[config.mk]
export PLATFORM = sky130hd
export DESIGN_NAME = bbx_exec
export DESIGN_NICKNAME = d
export VERILOG_FILES = /design/src/rtl/bbx_pkg.sv /design/src/rtl/bbx_alu_if.sv /design/src/rtl/bbx_alu.sv /design/src/rtl/bbx_exec.sv /design/src/rtl/bbx_pin_sync.sv
export VERILOG_INCLUDE_DIRS = /design/src /design/src/rtl
export SDC_FILE = /design/constraint.sdc
export NUM_CORES = 1
export LEC_CHECK = 0
export ABC_CLOCK_PERIOD_IN_PS = 7110
export BUFFER_PORTS_ARGS = -buffer_cell sky130_fd_sc_hd__buf_2
export CAP_MARGIN = 20
export CORE_ASPECT_RATIO = 1.25
export CORE_UTILIZATION = 35
export CTS_BUF_LIST = sky130_fd_sc_hd__clkbuf_16
export DETAILED_ROUTE_END_ITERATION = 10
export GPL_ROUTABILITY_DRIVEN = 0
export HOLD_SLACK_MARGIN = 0.12
export PLACE_DENSITY = 0.69
export SLEW_MARGIN = 20
export SYNTH_ARGS = -nofsm -noshare
export SYNTH_HDL_FRONTEND = slang
export SYNTH_SLANG_ARGS = --single-unit
[constraint.sdc]
create_clock -name sys_clk -period 7.11 [get_ports sys_clk]
set_clock_uncertainty 0.15 [all_clocks]
set_input_delay 0.711 -clock sys_clk [delete_from_list [all_inputs] [get_ports sys_clk]]
set_output_delay 0.711 -clock sys_clk [all_outputs]
set_load 0.05 [all_outputs]
[src/rtl/bbx_params.svh]
`ifndef BBX_PARAMS_SVH
`define BBX_PARAMS_SVH

// ----------------------------------------
// Widths
// ----------------------------------------
`define BBX_DATA_W 8
`define BBX_FADDR_W 7
`define BBX_BIT_W 3
`define BBX_NIBBLE_W 4
`define BBX_APB_AW 8
`define BBX_APB_DW 32
`define BBX_CNT_W 16
`define BBX_SYNC_STAGES 3

// ----------------------------------------
// Register offsets
// ----------------------------------------
`define BBX_REG_ACC 8'h00
`define BBX_REG_FLAGS 8'h04
`define BBX_REG_STAT 8'h08
`define BBX_REG_COUNT 8'h0C

// ----------------------------------------
// Field positions and reset values
// ----------------------------------------
`define BBX_FLAG_C 0
`define BBX_FLAG_DIG 1
`define BBX_FLAG_Z 2
`define BBX_FLAGS_W 3
`define BBX_STAT_SKIP 0
`define BBX_STAT_WB 1
`define BBX_ACC_RST 8'h00
`define BBX_FLAGS_RST 3'h0
`define BBX_DEST_ACC 1'b0
`define BBX_DEST_FILE 1'b1

`endif

[src/rtl/bbx_pkg.sv]
package bbx_pkg;

	// ----------------------------------------
	// Operations and states
	// ----------------------------------------
	typedef enum logic [3:0] {
		op_no_operation,
		op_add_literal_to_acc,
		op_add_acc_and_file,
		op_and_literal_with_acc,
		op_and_acc_with_file,
		op_bit_clear_file,
		op_bit_set_file,
		op_test_skip_if_clear,
		op_test_skip_if_set
	} bbx_op_t;

	typedef enum logic {
		st_run,
		st_skip
	} bbx_state_t;

endpackage

[src/rtl/bbx_alu_if.sv]
`include "bbx_params.svh"

interface bbx_alu_if #(
	parameter int DATA_W = `BBX_DATA_W
);
	bbx_pkg::bbx_op_t op;
	logic [DATA_W-1:0] acc;
	logic [DATA_W-1:0] operand;
	logic [DATA_W-1:0] literal;
	logic [`BBX_BIT_W-1:0] bit_sel;
	logic [DATA_W-1:0] result;
	logic carry;
	logic digit_carry_flag;
	logic zero;
	logic skip;

	modport core (
		output op,
		output acc,
		output operand,
		output literal,
		output bit_sel,
		input result,
		input carry,
		input digit_carry_flag,
		input zero,
		input skip
	);

	modport alu (
		input op,
		input acc,
		input operand,
		input literal,
		input bit_sel,
		output result,
		output carry,
		output digit_carry_flag,
		output zero,
		output skip
	);
endinterface

[src/rtl/bbx_alu.sv]
`include "bbx_params.svh"

module bbx_alu #(
	parameter int DATA_W = `BBX_DATA_W
) (
	bbx_alu_if.alu alu
);
	// ----------------------------------------
	// Adder with nibble carry
	// ----------------------------------------
	logic [DATA_W-1:0] addend;
	logic [DATA_W:0] sum;
	logic [`BBX_NIBBLE_W:0] low_sum;
	logic [DATA_W-1:0] bit_mask;
	logic tested;

	always_comb begin
		addend = (alu.op == bbx_pkg::op_add_literal_to_acc) ? alu.literal : alu.operand;
		sum = {1'b0, alu.acc} + {1'b0, addend};
		low_sum = {1'b0, alu.acc[`BBX_NIBBLE_W-1:0]} + {1'b0, addend[`BBX_NIBBLE_W-1:0]};
		bit_mask = DATA_W'(1) << alu.bit_sel;
		tested = |(alu.operand & bit_mask);
	end

	// ----------------------------------------
	// Result select
	// ----------------------------------------
	always_comb begin
		alu.result = alu.operand;
		alu.skip = 1'b0;
		unique case (alu.op)
			bbx_pkg::op_add_literal_to_acc,
			bbx_pkg::op_add_acc_and_file: begin
				alu.result = sum[DATA_W-1:0];
			end
			bbx_pkg::op_and_literal_with_acc: begin
				alu.result = alu.acc & alu.literal;
			end
			bbx_pkg::op_and_acc_with_file: begin
				alu.result = alu.acc & alu.operand;
			end
			bbx_pkg::op_bit_clear_file: begin
				alu.result = alu.operand & ~bit_mask;
			end
			bbx_pkg::op_bit_set_file: begin
				alu.result = alu.operand | bit_mask;
			end
			bbx_pkg::op_test_skip_if_clear: begin
				alu.skip = ~tested;
			end
			bbx_pkg::op_test_skip_if_set: begin
				alu.skip = tested;
			end
			bbx_pkg::op_no_operation: begin
				alu.result = alu.operand;
			end
			default: begin
				alu.result = alu.operand;
			end
		endcase
	end

	// ----------------------------------------
	// Flags
	// ----------------------------------------
	always_comb begin
		alu.carry = sum[DATA_W];
		alu.digit_carry_flag = low_sum[`BBX_NIBBLE_W];
		alu.zero = (alu.result == '0);
	end
endmodule

[src/rtl/bbx_exec.sv]
// What this block does
// - Literal add: accumulator plus 8-bit literal into accumulator, sets all three flags.
// - File add: accumulator plus file register 0..127, sets carry, digit carry, zero.
// - Destination bit 0 writes accumulator, 1 writes back the file register.
// - Literal AND: accumulator AND literal into accumulator, only Z changes.
// - File AND: accumulator AND file register to destination, only Z changes.
// - Bit clear: chosen bit 0..7 of file register forced low, no flags.
// - Bit set: chosen bit of file register forced high, no flags.
// - Skip-if-clear: bit low discards next instruction as a no-op cycle.
// - Skip-if-set: bit high discards next instruction as a no-op cycle.
// - Read-modify-write on a port register uses pin levels as operand.
// - A true test costs two cycles; the second runs as a no-op.
//
// Added by the designer: the APB slave port and the register addresses.
`include "bbx_params.svh"

module bbx_exec #(
	parameter int DATA_W = `BBX_DATA_W,
	parameter int FADDR_W = `BBX_FADDR_W,
	parameter int CNT_W = `BBX_CNT_W
) (
	input wire logic sys_clk,
	input wire logic rst_n,
	input wire logic op_valid,
	input wire bbx_pkg::bbx_op_t op_code,
	input wire logic [FADDR_W-1:0] op_file_addr,
	input wire logic [DATA_W-1:0] op_literal,
	input wire logic [`BBX_BIT_W-1:0] op_bit,
	input wire logic op_dest,
	output logic ex_retire,
	output logic ex_discard,
	output logic ex_skip_pending,
	output logic [FADDR_W-1:0] rf_rd_addr,
	input wire logic [DATA_W-1:0] rf_rd_data,
	input wire logic rf_rd_is_port,
	input wire logic [DATA_W-1:0] port_pins,
	output logic rf_wr_en,
	output logic [FADDR_W-1:0] rf_wr_addr,
	output logic [DATA_W-1:0] rf_wr_data,
	output logic [DATA_W-1:0] acc_out,
	output logic [`BBX_FLAGS_W-1:0] flags_out,
	input wire logic psel,
	input wire logic penable,
	input wire logic pwrite,
	input wire logic [`BBX_APB_AW-1:0] paddr,
	input wire logic [`BBX_APB_DW-1:0] pwdata,
	output logic [`BBX_APB_DW-1:0] prdata,
	output logic pready,
	output logic pslverr
);
	// ----------------------------------------
	// Declarations
	// ----------------------------------------
	bbx_alu_if #(.DATA_W(DATA_W)) alu_bus ();

	bbx_pkg::bbx_state_t state_q;
	logic [DATA_W-1:0] acc_q;
	logic [`BBX_FLAGS_W-1:0] flags_q;
	logic [DATA_W-1:0] pins_level;
	logic [DATA_W-1:0] operand;
	logic do_exec;
	logic do_discard;
	logic is_add;
	logic is_and;
	logic is_file_arith;
	logic is_bit_op;
	logic wr_acc;
	logic wr_file;
	logic fwd_hit;
	logic wb_en_q;
	logic [FADDR_W-1:0] wb_addr_q;
	logic [DATA_W-1:0] wb_data_q;
	logic retire_q;
	logic discard_q;
	logic [CNT_W-1:0] exec_cnt_q;
	logic [CNT_W-1:0] discard_cnt_q;
	logic apb_setup;
	logic apb_access;
	logic apb_write;
	logic apb_hit;
	logic [`BBX_APB_DW-1:0] rd_mux;
	logic [`BBX_APB_DW-1:0] prdata_q;

	// ----------------------------------------
	// Pin levels for port registers
	// ----------------------------------------
	bbx_pin_sync #(.WIDTH(DATA_W)) u_pin_sync (
		.sys_clk(sys_clk),
		.rst_n(rst_n),
		.pins_async(port_pins),
		.pins_level(pins_level)
	);

	// ----------------------------------------
	// Issue and discard
	// ----------------------------------------
	always_comb begin
		do_exec = op_valid && (state_q == bbx_pkg::st_run);
		do_discard = op_valid && (state_q == bbx_pkg::st_skip);
	end

	// ----------------------------------------
	// Operation classes
	// ----------------------------------------
	always_comb begin
		is_add = (op_code == bbx_pkg::op_add_literal_to_acc)
			|| (op_code == bbx_pkg::op_add_acc_and_file);
		is_and = (op_code == bbx_pkg::op_and_literal_with_acc)
			|| (op_code == bbx_pkg::op_and_acc_with_file);
		is_file_arith = (op_code == bbx_pkg::op_add_acc_and_file)
			|| (op_code == bbx_pkg::op_and_acc_with_file);
		is_bit_op = (op_code == bbx_pkg::op_bit_clear_file)
			|| (op_code == bbx_pkg::op_bit_set_file);
	end

	always_comb begin
		wr_acc = do_exec && ((op_code == bbx_pkg::op_add_literal_to_acc)
			|| (op_code == bbx_pkg::op_and_literal_with_acc)
			|| (is_file_arith && (op_dest == `BBX_DEST_ACC)));
		wr_file = do_exec && (is_bit_op
			|| (is_file_arith && (op_dest == `BBX_DEST_FILE)));
	end

	// ----------------------------------------
	// Operand fetch
	// ----------------------------------------
	assign rf_rd_addr = op_file_addr;

	always_comb begin
		fwd_hit = wb_en_q && (wb_addr_q == op_file_addr);
		if (rf_rd_is_port) begin
			operand = pins_level;
		end else if (fwd_hit) begin
			operand = wb_data_q;
		end else begin
			operand = rf_rd_data;
		end
	end

	// ----------------------------------------
	// Arithmetic unit
	// ----------------------------------------
	always_comb begin
		alu_bus.op = do_exec ? op_code : bbx_pkg::op_no_operation;
		alu_bus.acc = acc_q;
		alu_bus.operand = operand;
		alu_bus.literal = op_literal;
		alu_bus.bit_sel = op_bit;
	end

	bbx_alu #(.DATA_W(DATA_W)) u_alu (
		.alu(alu_bus)
	);

	// ----------------------------------------
	// Skip sequencing
	// ----------------------------------------
	always_ff @(posedge sys_clk) begin
		if (!rst_n) begin
			state_q <= bbx_pkg::st_run;
		end else if (do_exec && alu_bus.skip) begin
			state_q <= bbx_pkg::st_skip;
		end else if (do_discard) begin
			state_q <= bbx_pkg::st_run;
		end
	end

	// ----------------------------------------
	// Accumulator
	// ----------------------------------------
	always_ff @(posedge sys_clk) begin
		if (!rst_n) begin
			acc_q <= `BBX_ACC_RST;
		end else if (wr_acc) begin
			acc_q <= alu_bus.result;
		end else if (apb_write && (paddr == `BBX_REG_ACC)) begin
			acc_q <= pwdata[DATA_W-1:0];
		end
	end

	// ----------------------------------------
	// Status flags
	// ----------------------------------------
	always_ff @(posedge sys_clk) begin
		if (!rst_n) begin
			flags_q <= `BBX_FLAGS_RST;
		end else if (do_exec && is_add) begin
			flags_q[`BBX_FLAG_C] <= alu_bus.carry;
			flags_q[`BBX_FLAG_DIG] <= alu_bus.digit_carry_flag;
			flags_q[`BBX_FLAG_Z] <= alu_bus.zero;
		end else if (do_exec && is_and) begin
			flags_q[`BBX_FLAG_Z] <= alu_bus.zero;
		end else if (apb_write && (paddr == `BBX_REG_FLAGS)) begin
			flags_q <= pwdata[`BBX_FLAGS_W-1:0];
		end
	end

	// ----------------------------------------
	// File write-back
	// ----------------------------------------
	always_ff @(posedge sys_clk) begin
		if (!rst_n) begin
			wb_en_q <= 1'b0;
		end else begin
			wb_en_q <= wr_file;
		end
	end

	always_ff @(posedge sys_clk) begin
		if (!rst_n) begin
			wb_addr_q <= '0;
			wb_data_q <= '0;
		end else if (wr_file) begin
			wb_addr_q <= op_file_addr;
			wb_data_q <= alu_bus.result;
		end
	end

	// ----------------------------------------
	// Completion pulses
	// ----------------------------------------
	always_ff @(posedge sys_clk) begin
		if (!rst_n) begin
			retire_q <= 1'b0;
			discard_q <= 1'b0;
		end else begin
			retire_q <= do_exec;
			discard_q <= do_discard;
		end
	end

	// ----------------------------------------
	// Event counters
	// ----------------------------------------
	always_ff @(posedge sys_clk) begin
		if (!rst_n) begin
			exec_cnt_q <= '0;
		end else if (do_exec) begin
			exec_cnt_q <= exec_cnt_q + CNT_W'(1);
		end
	end

	always_ff @(posedge sys_clk) begin
		if (!rst_n) begin
			discard_cnt_q <= '0;
		end else if (do_discard) begin
			discard_cnt_q <= discard_cnt_q + CNT_W'(1);
		end
	end

	// ----------------------------------------
	// APB slave
	// ----------------------------------------
	always_comb begin
		apb_setup = psel && !penable;
		apb_access = psel && penable;
		apb_write = apb_access && pwrite;
		apb_hit = (paddr == `BBX_REG_ACC) || (paddr == `BBX_REG_FLAGS)
			|| (paddr == `BBX_REG_STAT) || (paddr == `BBX_REG_COUNT);
	end

	always_comb begin
		rd_mux = '0;
		unique case (paddr)
			`BBX_REG_ACC: begin
				rd_mux[DATA_W-1:0] = acc_q;
			end
			`BBX_REG_FLAGS: begin
				rd_mux[`BBX_FLAGS_W-1:0] = flags_q;
			end
			`BBX_REG_STAT: begin
				rd_mux[`BBX_STAT_SKIP] = (state_q == bbx_pkg::st_skip);
				rd_mux[`BBX_STAT_WB] = wb_en_q;
			end
			`BBX_REG_COUNT: begin
				rd_mux = `BBX_APB_DW'({discard_cnt_q, exec_cnt_q});
			end
			default: begin
				rd_mux = '0;
			end
		endcase
	end

	always_ff @(posedge sys_clk) begin
		if (!rst_n) begin
			prdata_q <= '0;
		end else if (apb_setup) begin
			prdata_q <= pwrite ? '0 : rd_mux;
		end
	end

	// ----------------------------------------
	// Outputs
	// ----------------------------------------
	assign pready = 1'b1;
	assign pslverr = apb_access && !apb_hit;
	assign prdata = prdata_q;
	assign rf_wr_en = wb_en_q;
	assign rf_wr_addr = wb_addr_q;
	assign rf_wr_data = wb_data_q;
	assign acc_out = acc_q;
	assign flags_out = flags_q;
	assign ex_retire = retire_q;
	assign ex_discard = discard_q;
	assign ex_skip_pending = (state_q == bbx_pkg::st_skip);
endmodule

[src/rtl/bbx_pin_sync.sv]
`include "bbx_params.svh"

module bbx_pin_sync #(
	parameter int WIDTH = `BBX_DATA_W
) (
	input wire logic sys_clk,
	input wire logic rst_n,
	input wire logic [WIDTH-1:0] pins_async,
	output logic [WIDTH-1:0] pins_level
);
	// ----------------------------------------
	// Three stages, change taken when last two agree
	// ----------------------------------------
	for (genvar i = 0; i < WIDTH; i++) begin : g_bit
		logic [`BBX_SYNC_STAGES-1:0] stage_q;
		logic level_q;

		always_ff @(posedge sys_clk) begin
			if (!rst_n) begin
				stage_q <= '0;
			end else begin
				stage_q <= {stage_q[`BBX_SYNC_STAGES-2:0], pins_async[i]};
			end
		end

		always_ff @(posedge sys_clk) begin
			if (!rst_n) begin
				level_q <= 1'b0;
			end else if (stage_q[`BBX_SYNC_STAGES-2] == stage_q[`BBX_SYNC_STAGES-1]) begin
				level_q <= stage_q[`BBX_SYNC_STAGES-1];
			end
		end

		assign pins_level[i] = level_q;
	end
endmodule

==> flow_summary_export.csv <==
group,metric,value,unit
worst_setup_path,critPathLaunchType,"primary input",
worst_setup_path,crit_arrival,4300,ps
global_route,grt_pass1_vias,4987,
sta,slew_viol_final,0,
yosys,synth_compound_area_share,18.3,%
detailed_routing,drt_pass1_iterations,8,
yosys,ys_types,68,
global_route,grt_max_degree,76,
detailed_routing,drcViolationCount,0,
die,die_x,119,microns
detailed_routing,ant_nets,0,
sta,period_share,58.2,%
worst_setup_path,critPathKind,"primary input to flop",
worst_setup_path,worst-path-max-fanout,6,
clocking,postCtsSetupBuffers,0,
layout,diodes,0,
sta,setup_viol_count_final,0,
layout,drive_gt1_share,24.6,%
clocking,h-tree-depth,4,
power_and_ir_drop,p_per_area,246,mW/mm^2
yosys,synthArstFlopShare,0,%
job,timing.max_cap.violations,0,
run_status,outcome,"finished clean",
worst_setup_path,crit_family,"compound AO/OA/AOI/OAI gates",
layout,final_common_cell,"buf_2",
power_and_ir_drop,leakagePower,3.06,nW
worst_setup_path,crit_path_end_kind,"flop",
worst_setup_path,cpMostUsedCell,"xnor2_1",
yosys,synth_area,0.00603,sq mm
placement,dp.cells,999,
layout,nets,896,
die,ioPinCount,157,
global_route,grt_pass1_wl,25500,microns
yosys,synthXorXnorAreaFrac,5.52,%
clocking,insertion_delay,410,ps
placement,port_buffers,131,
global_route,overflow,0,
yosys,synth-main-ff-cell,"dfxtp_1",
global_route,grt_util_all_layers,18.4,%
die,die_area,0.0178,sq mm
power_and_ir_drop,irDropWorstVdd,0.167,mV
yosys,yosys.area_share.simple,21.6,%
clocking,ctsHoldBuffers,0,
clocking,cts_resized,0,
die,num_rows,53,
detailed_routing,vias,5414,
detailed_routing,post_drt_wl_per_cell,15.6,microns
yosys,synth_nets,784,
sta,period_minus_slack,4140,ps
clocking,clockRootBuffer,"clkbuf_16",
yosys,netlist_instances,686,
worst_setup_path,crit_chain,"buf_2, xnor2_1, and4bb_2, nand3_1, a31oi_1, mux2_2, ha_1, inv_1, fa_1, o21ai_0, xnor2_1, nor2_1, a211oi_2, nand4_1, o41ai_2",
sta,hold_viol_final,0,
clocking,clock_tree.buffer_depth,2,
clocking,clkTransAtPathRegs,60,ps
detailed_routing,drt-initial-drc-count,389,
detailed_routing,drt-total-wl,16000,microns
yosys,postSynthAreaPerCell,8.79,sq um
worst_setup_path,cpPeakStageDelay,470,ps
layout,fin_cells,1030,
yosys,synth_fa_ha_area_share,2.62,%
sta,tightest_slew,895,ps
clocking,cts_buffers,17,
yosys,yosysSeqAreaShare,41.9,%
worst_setup_path,worst-path-buf-inv,2,
detailed_routing,avgViaCountPerCell,5.26,
yosys,synth_edf_count,0,
worst_hold_path,hp-class,"flop to flop",
layout,synthToLayoutAreaGrowth,23.1,%
layout,final_cell_mix,"buf_2, dfxtp_1, nor2_1, nand2_1, o21ai_0",
worst_setup_path,worstPathRequired,7270,ps
yosys,synth_top_family_by_area,"simple AND/OR/NAND/NOR gates",
placement,dp_hpwl,11700,microns
sta,rsz0062_at_grt,"false",
sta,final.setup.tns,0,ps
sta,fmax,242,MHz
die,die_h,149,microns
yosys,ys_ff_latch,126,
yosys,yosysWarningCount,0,
sta,maxSlewHeadroom,40.0,%
die,coreArea,0.0168,sq mm
worst_setup_path,crit_path_top_delay_cell,"a31oi_1",
clocking,tritoncts,"built",
yosys,synthMuxAreaShare,5.88,%
die,initial_core_util,35.8,%
clocking,cts.sinks,126,
global_route,grt_antenna_before_repair,0,
==> routing by layer <==
layer,global-route usage [%],vias up,routed length (microns)
met2,31.3,185,7880
li1,-,2662,-
met1,21.6,2528,6610
met4,7.69,0,444
met3,5.18,39,1090
met5,0,-,0
==> kinds of logic after synthesis <==
kind of cell    Yosys count
buf+inv                  57
simple gates            262
compound gates          158
mux                      32
fa+ha+maj                12
other cells               1
flops                   126
xor+xnor                 38
==> sequential cells by signal, indices dropped and copies added, names as in the netlist <==
signal	cells
prdata	32
u_pin_sync.g_bit.stage_q	24
discard_cnt_q	16
exec_cnt_q	16
acc_out	8
rf_wr_data	8
u_pin_sync.g_bit.level_q	8
rf_wr_addr	7
flags_out	3
ex_discard	1
ex_retire	1
ex_skip_pending	1
rf_wr_en	1
==> synth_stat cells (2+ instances only) <==
cell      number  area [sq um]
ha_1          11           138
a31oi_1       10          62.6
nor2b_1        8          50.1
and4_1         4          35.0
dfxtp_1      126          2520
a21o_1         2          15.0
a221oi_1       3          26.3
o21ai_1        7          35.0
and3_1        13          81.3
a211oi_1       9          67.6
a22oi_1       24           180
o32ai_1        2          17.5
xor2_1        19           166
mux2_2         7          78.8
a21oi_1       29           145
o21ai_0       34           170
nand4_1        9          56.3
and2_1        26           163
xnor2_1       19           166
clkbuf_1      23          86.3
nand3_1       27           135
o41ai_2        3          48.8
mux4_2         2          45.0
a311oi_1       3          26.3
nor3_1         4          20.0
mux2i_1       23           230
or3_1          6          37.5
nor2_1        95           357
buf_1          5          18.8
buf_4          8          60.1
a211oi_2       5          62.6
o31ai_1        2          15.0
buf_2          6          30.0
inv_1         14          52.6
o22ai_1        4          25.0
nand2_1       51           191
o211a_1        3          30.0
nand2b_1       5          31.3
or2_2          2          12.5
a222oi_1       5          50.1
==> worst register-to-register path, stage by stage, from the launching register on <==
cell,delay (ps)
dfxtp_1,320
xnor2_1,320
and4bb_2,370
nand3_1,120
a31oi_1,470
mux2_2,260
ha_1,170
inv_1,60
fa_1,400
o21ai_0,410
xnor2_1,170
nor2_1,60
a211oi_2,330
nand4_1,160
o41ai_2,210
==> power breakdown <==
group / switching (mW) / total (mW) / leakage (nW) / internal (mW)
registers: 0.0129 / 0.733 / 1.02 / 0.720
clock network: 0.320 / 0.905 / 0.297 / 0.585
logic: 0.122 / 0.184 / 1.74 / 0.0615
==> layout make-up <==
cell class              instances  area [sq um]
inverters                      15          56.3
repair buffers                135           686
clock buffers                  17           425
flip-flops and latches        126          2520
fillers                      1711          9420
clock inverters                14           195
multi-input cells             503          3260
well taps                     220           275
==> path summary, 6_finish.rpt <==
kind,startpoint,end,slack [ps],depth (start not counted)
max,op_file_addr[2],flags_out[2],2970,15
min,u_pin_sync.g_bit[6].stage_q[0],u_pin_sync.g_bit[6].stage_q[1],280,1
max reg2reg,rf_wr_addr[2],flags_out[2],3050,14
min reg2reg,u_pin_sync.g_bit[6].stage_q[0],u_pin_sync.g_bit[6].stage_q[1],280,1
==> through the flow <==
step | hold WS (ps) | utilization [%] | power (mW) | cell area, sq um | worst slack (ps)
floorplan | 262 | - | 0.876 | 6030 | 3310
global placement | 266 | 40.4 | 0.930 | 6800 | 2640
detailed placement | 270 | 40.4 | 0.932 | 6800 | 2640
CTS | 282 | 44.0 | 1.85 | 7420 | 3030
global route | 287 | 44.0 | 1.89 | 7420 | 2720
finish | 279 | 44.0 | 1.82 | 7420 | 2970
Power figures use the tool's default switching activity.
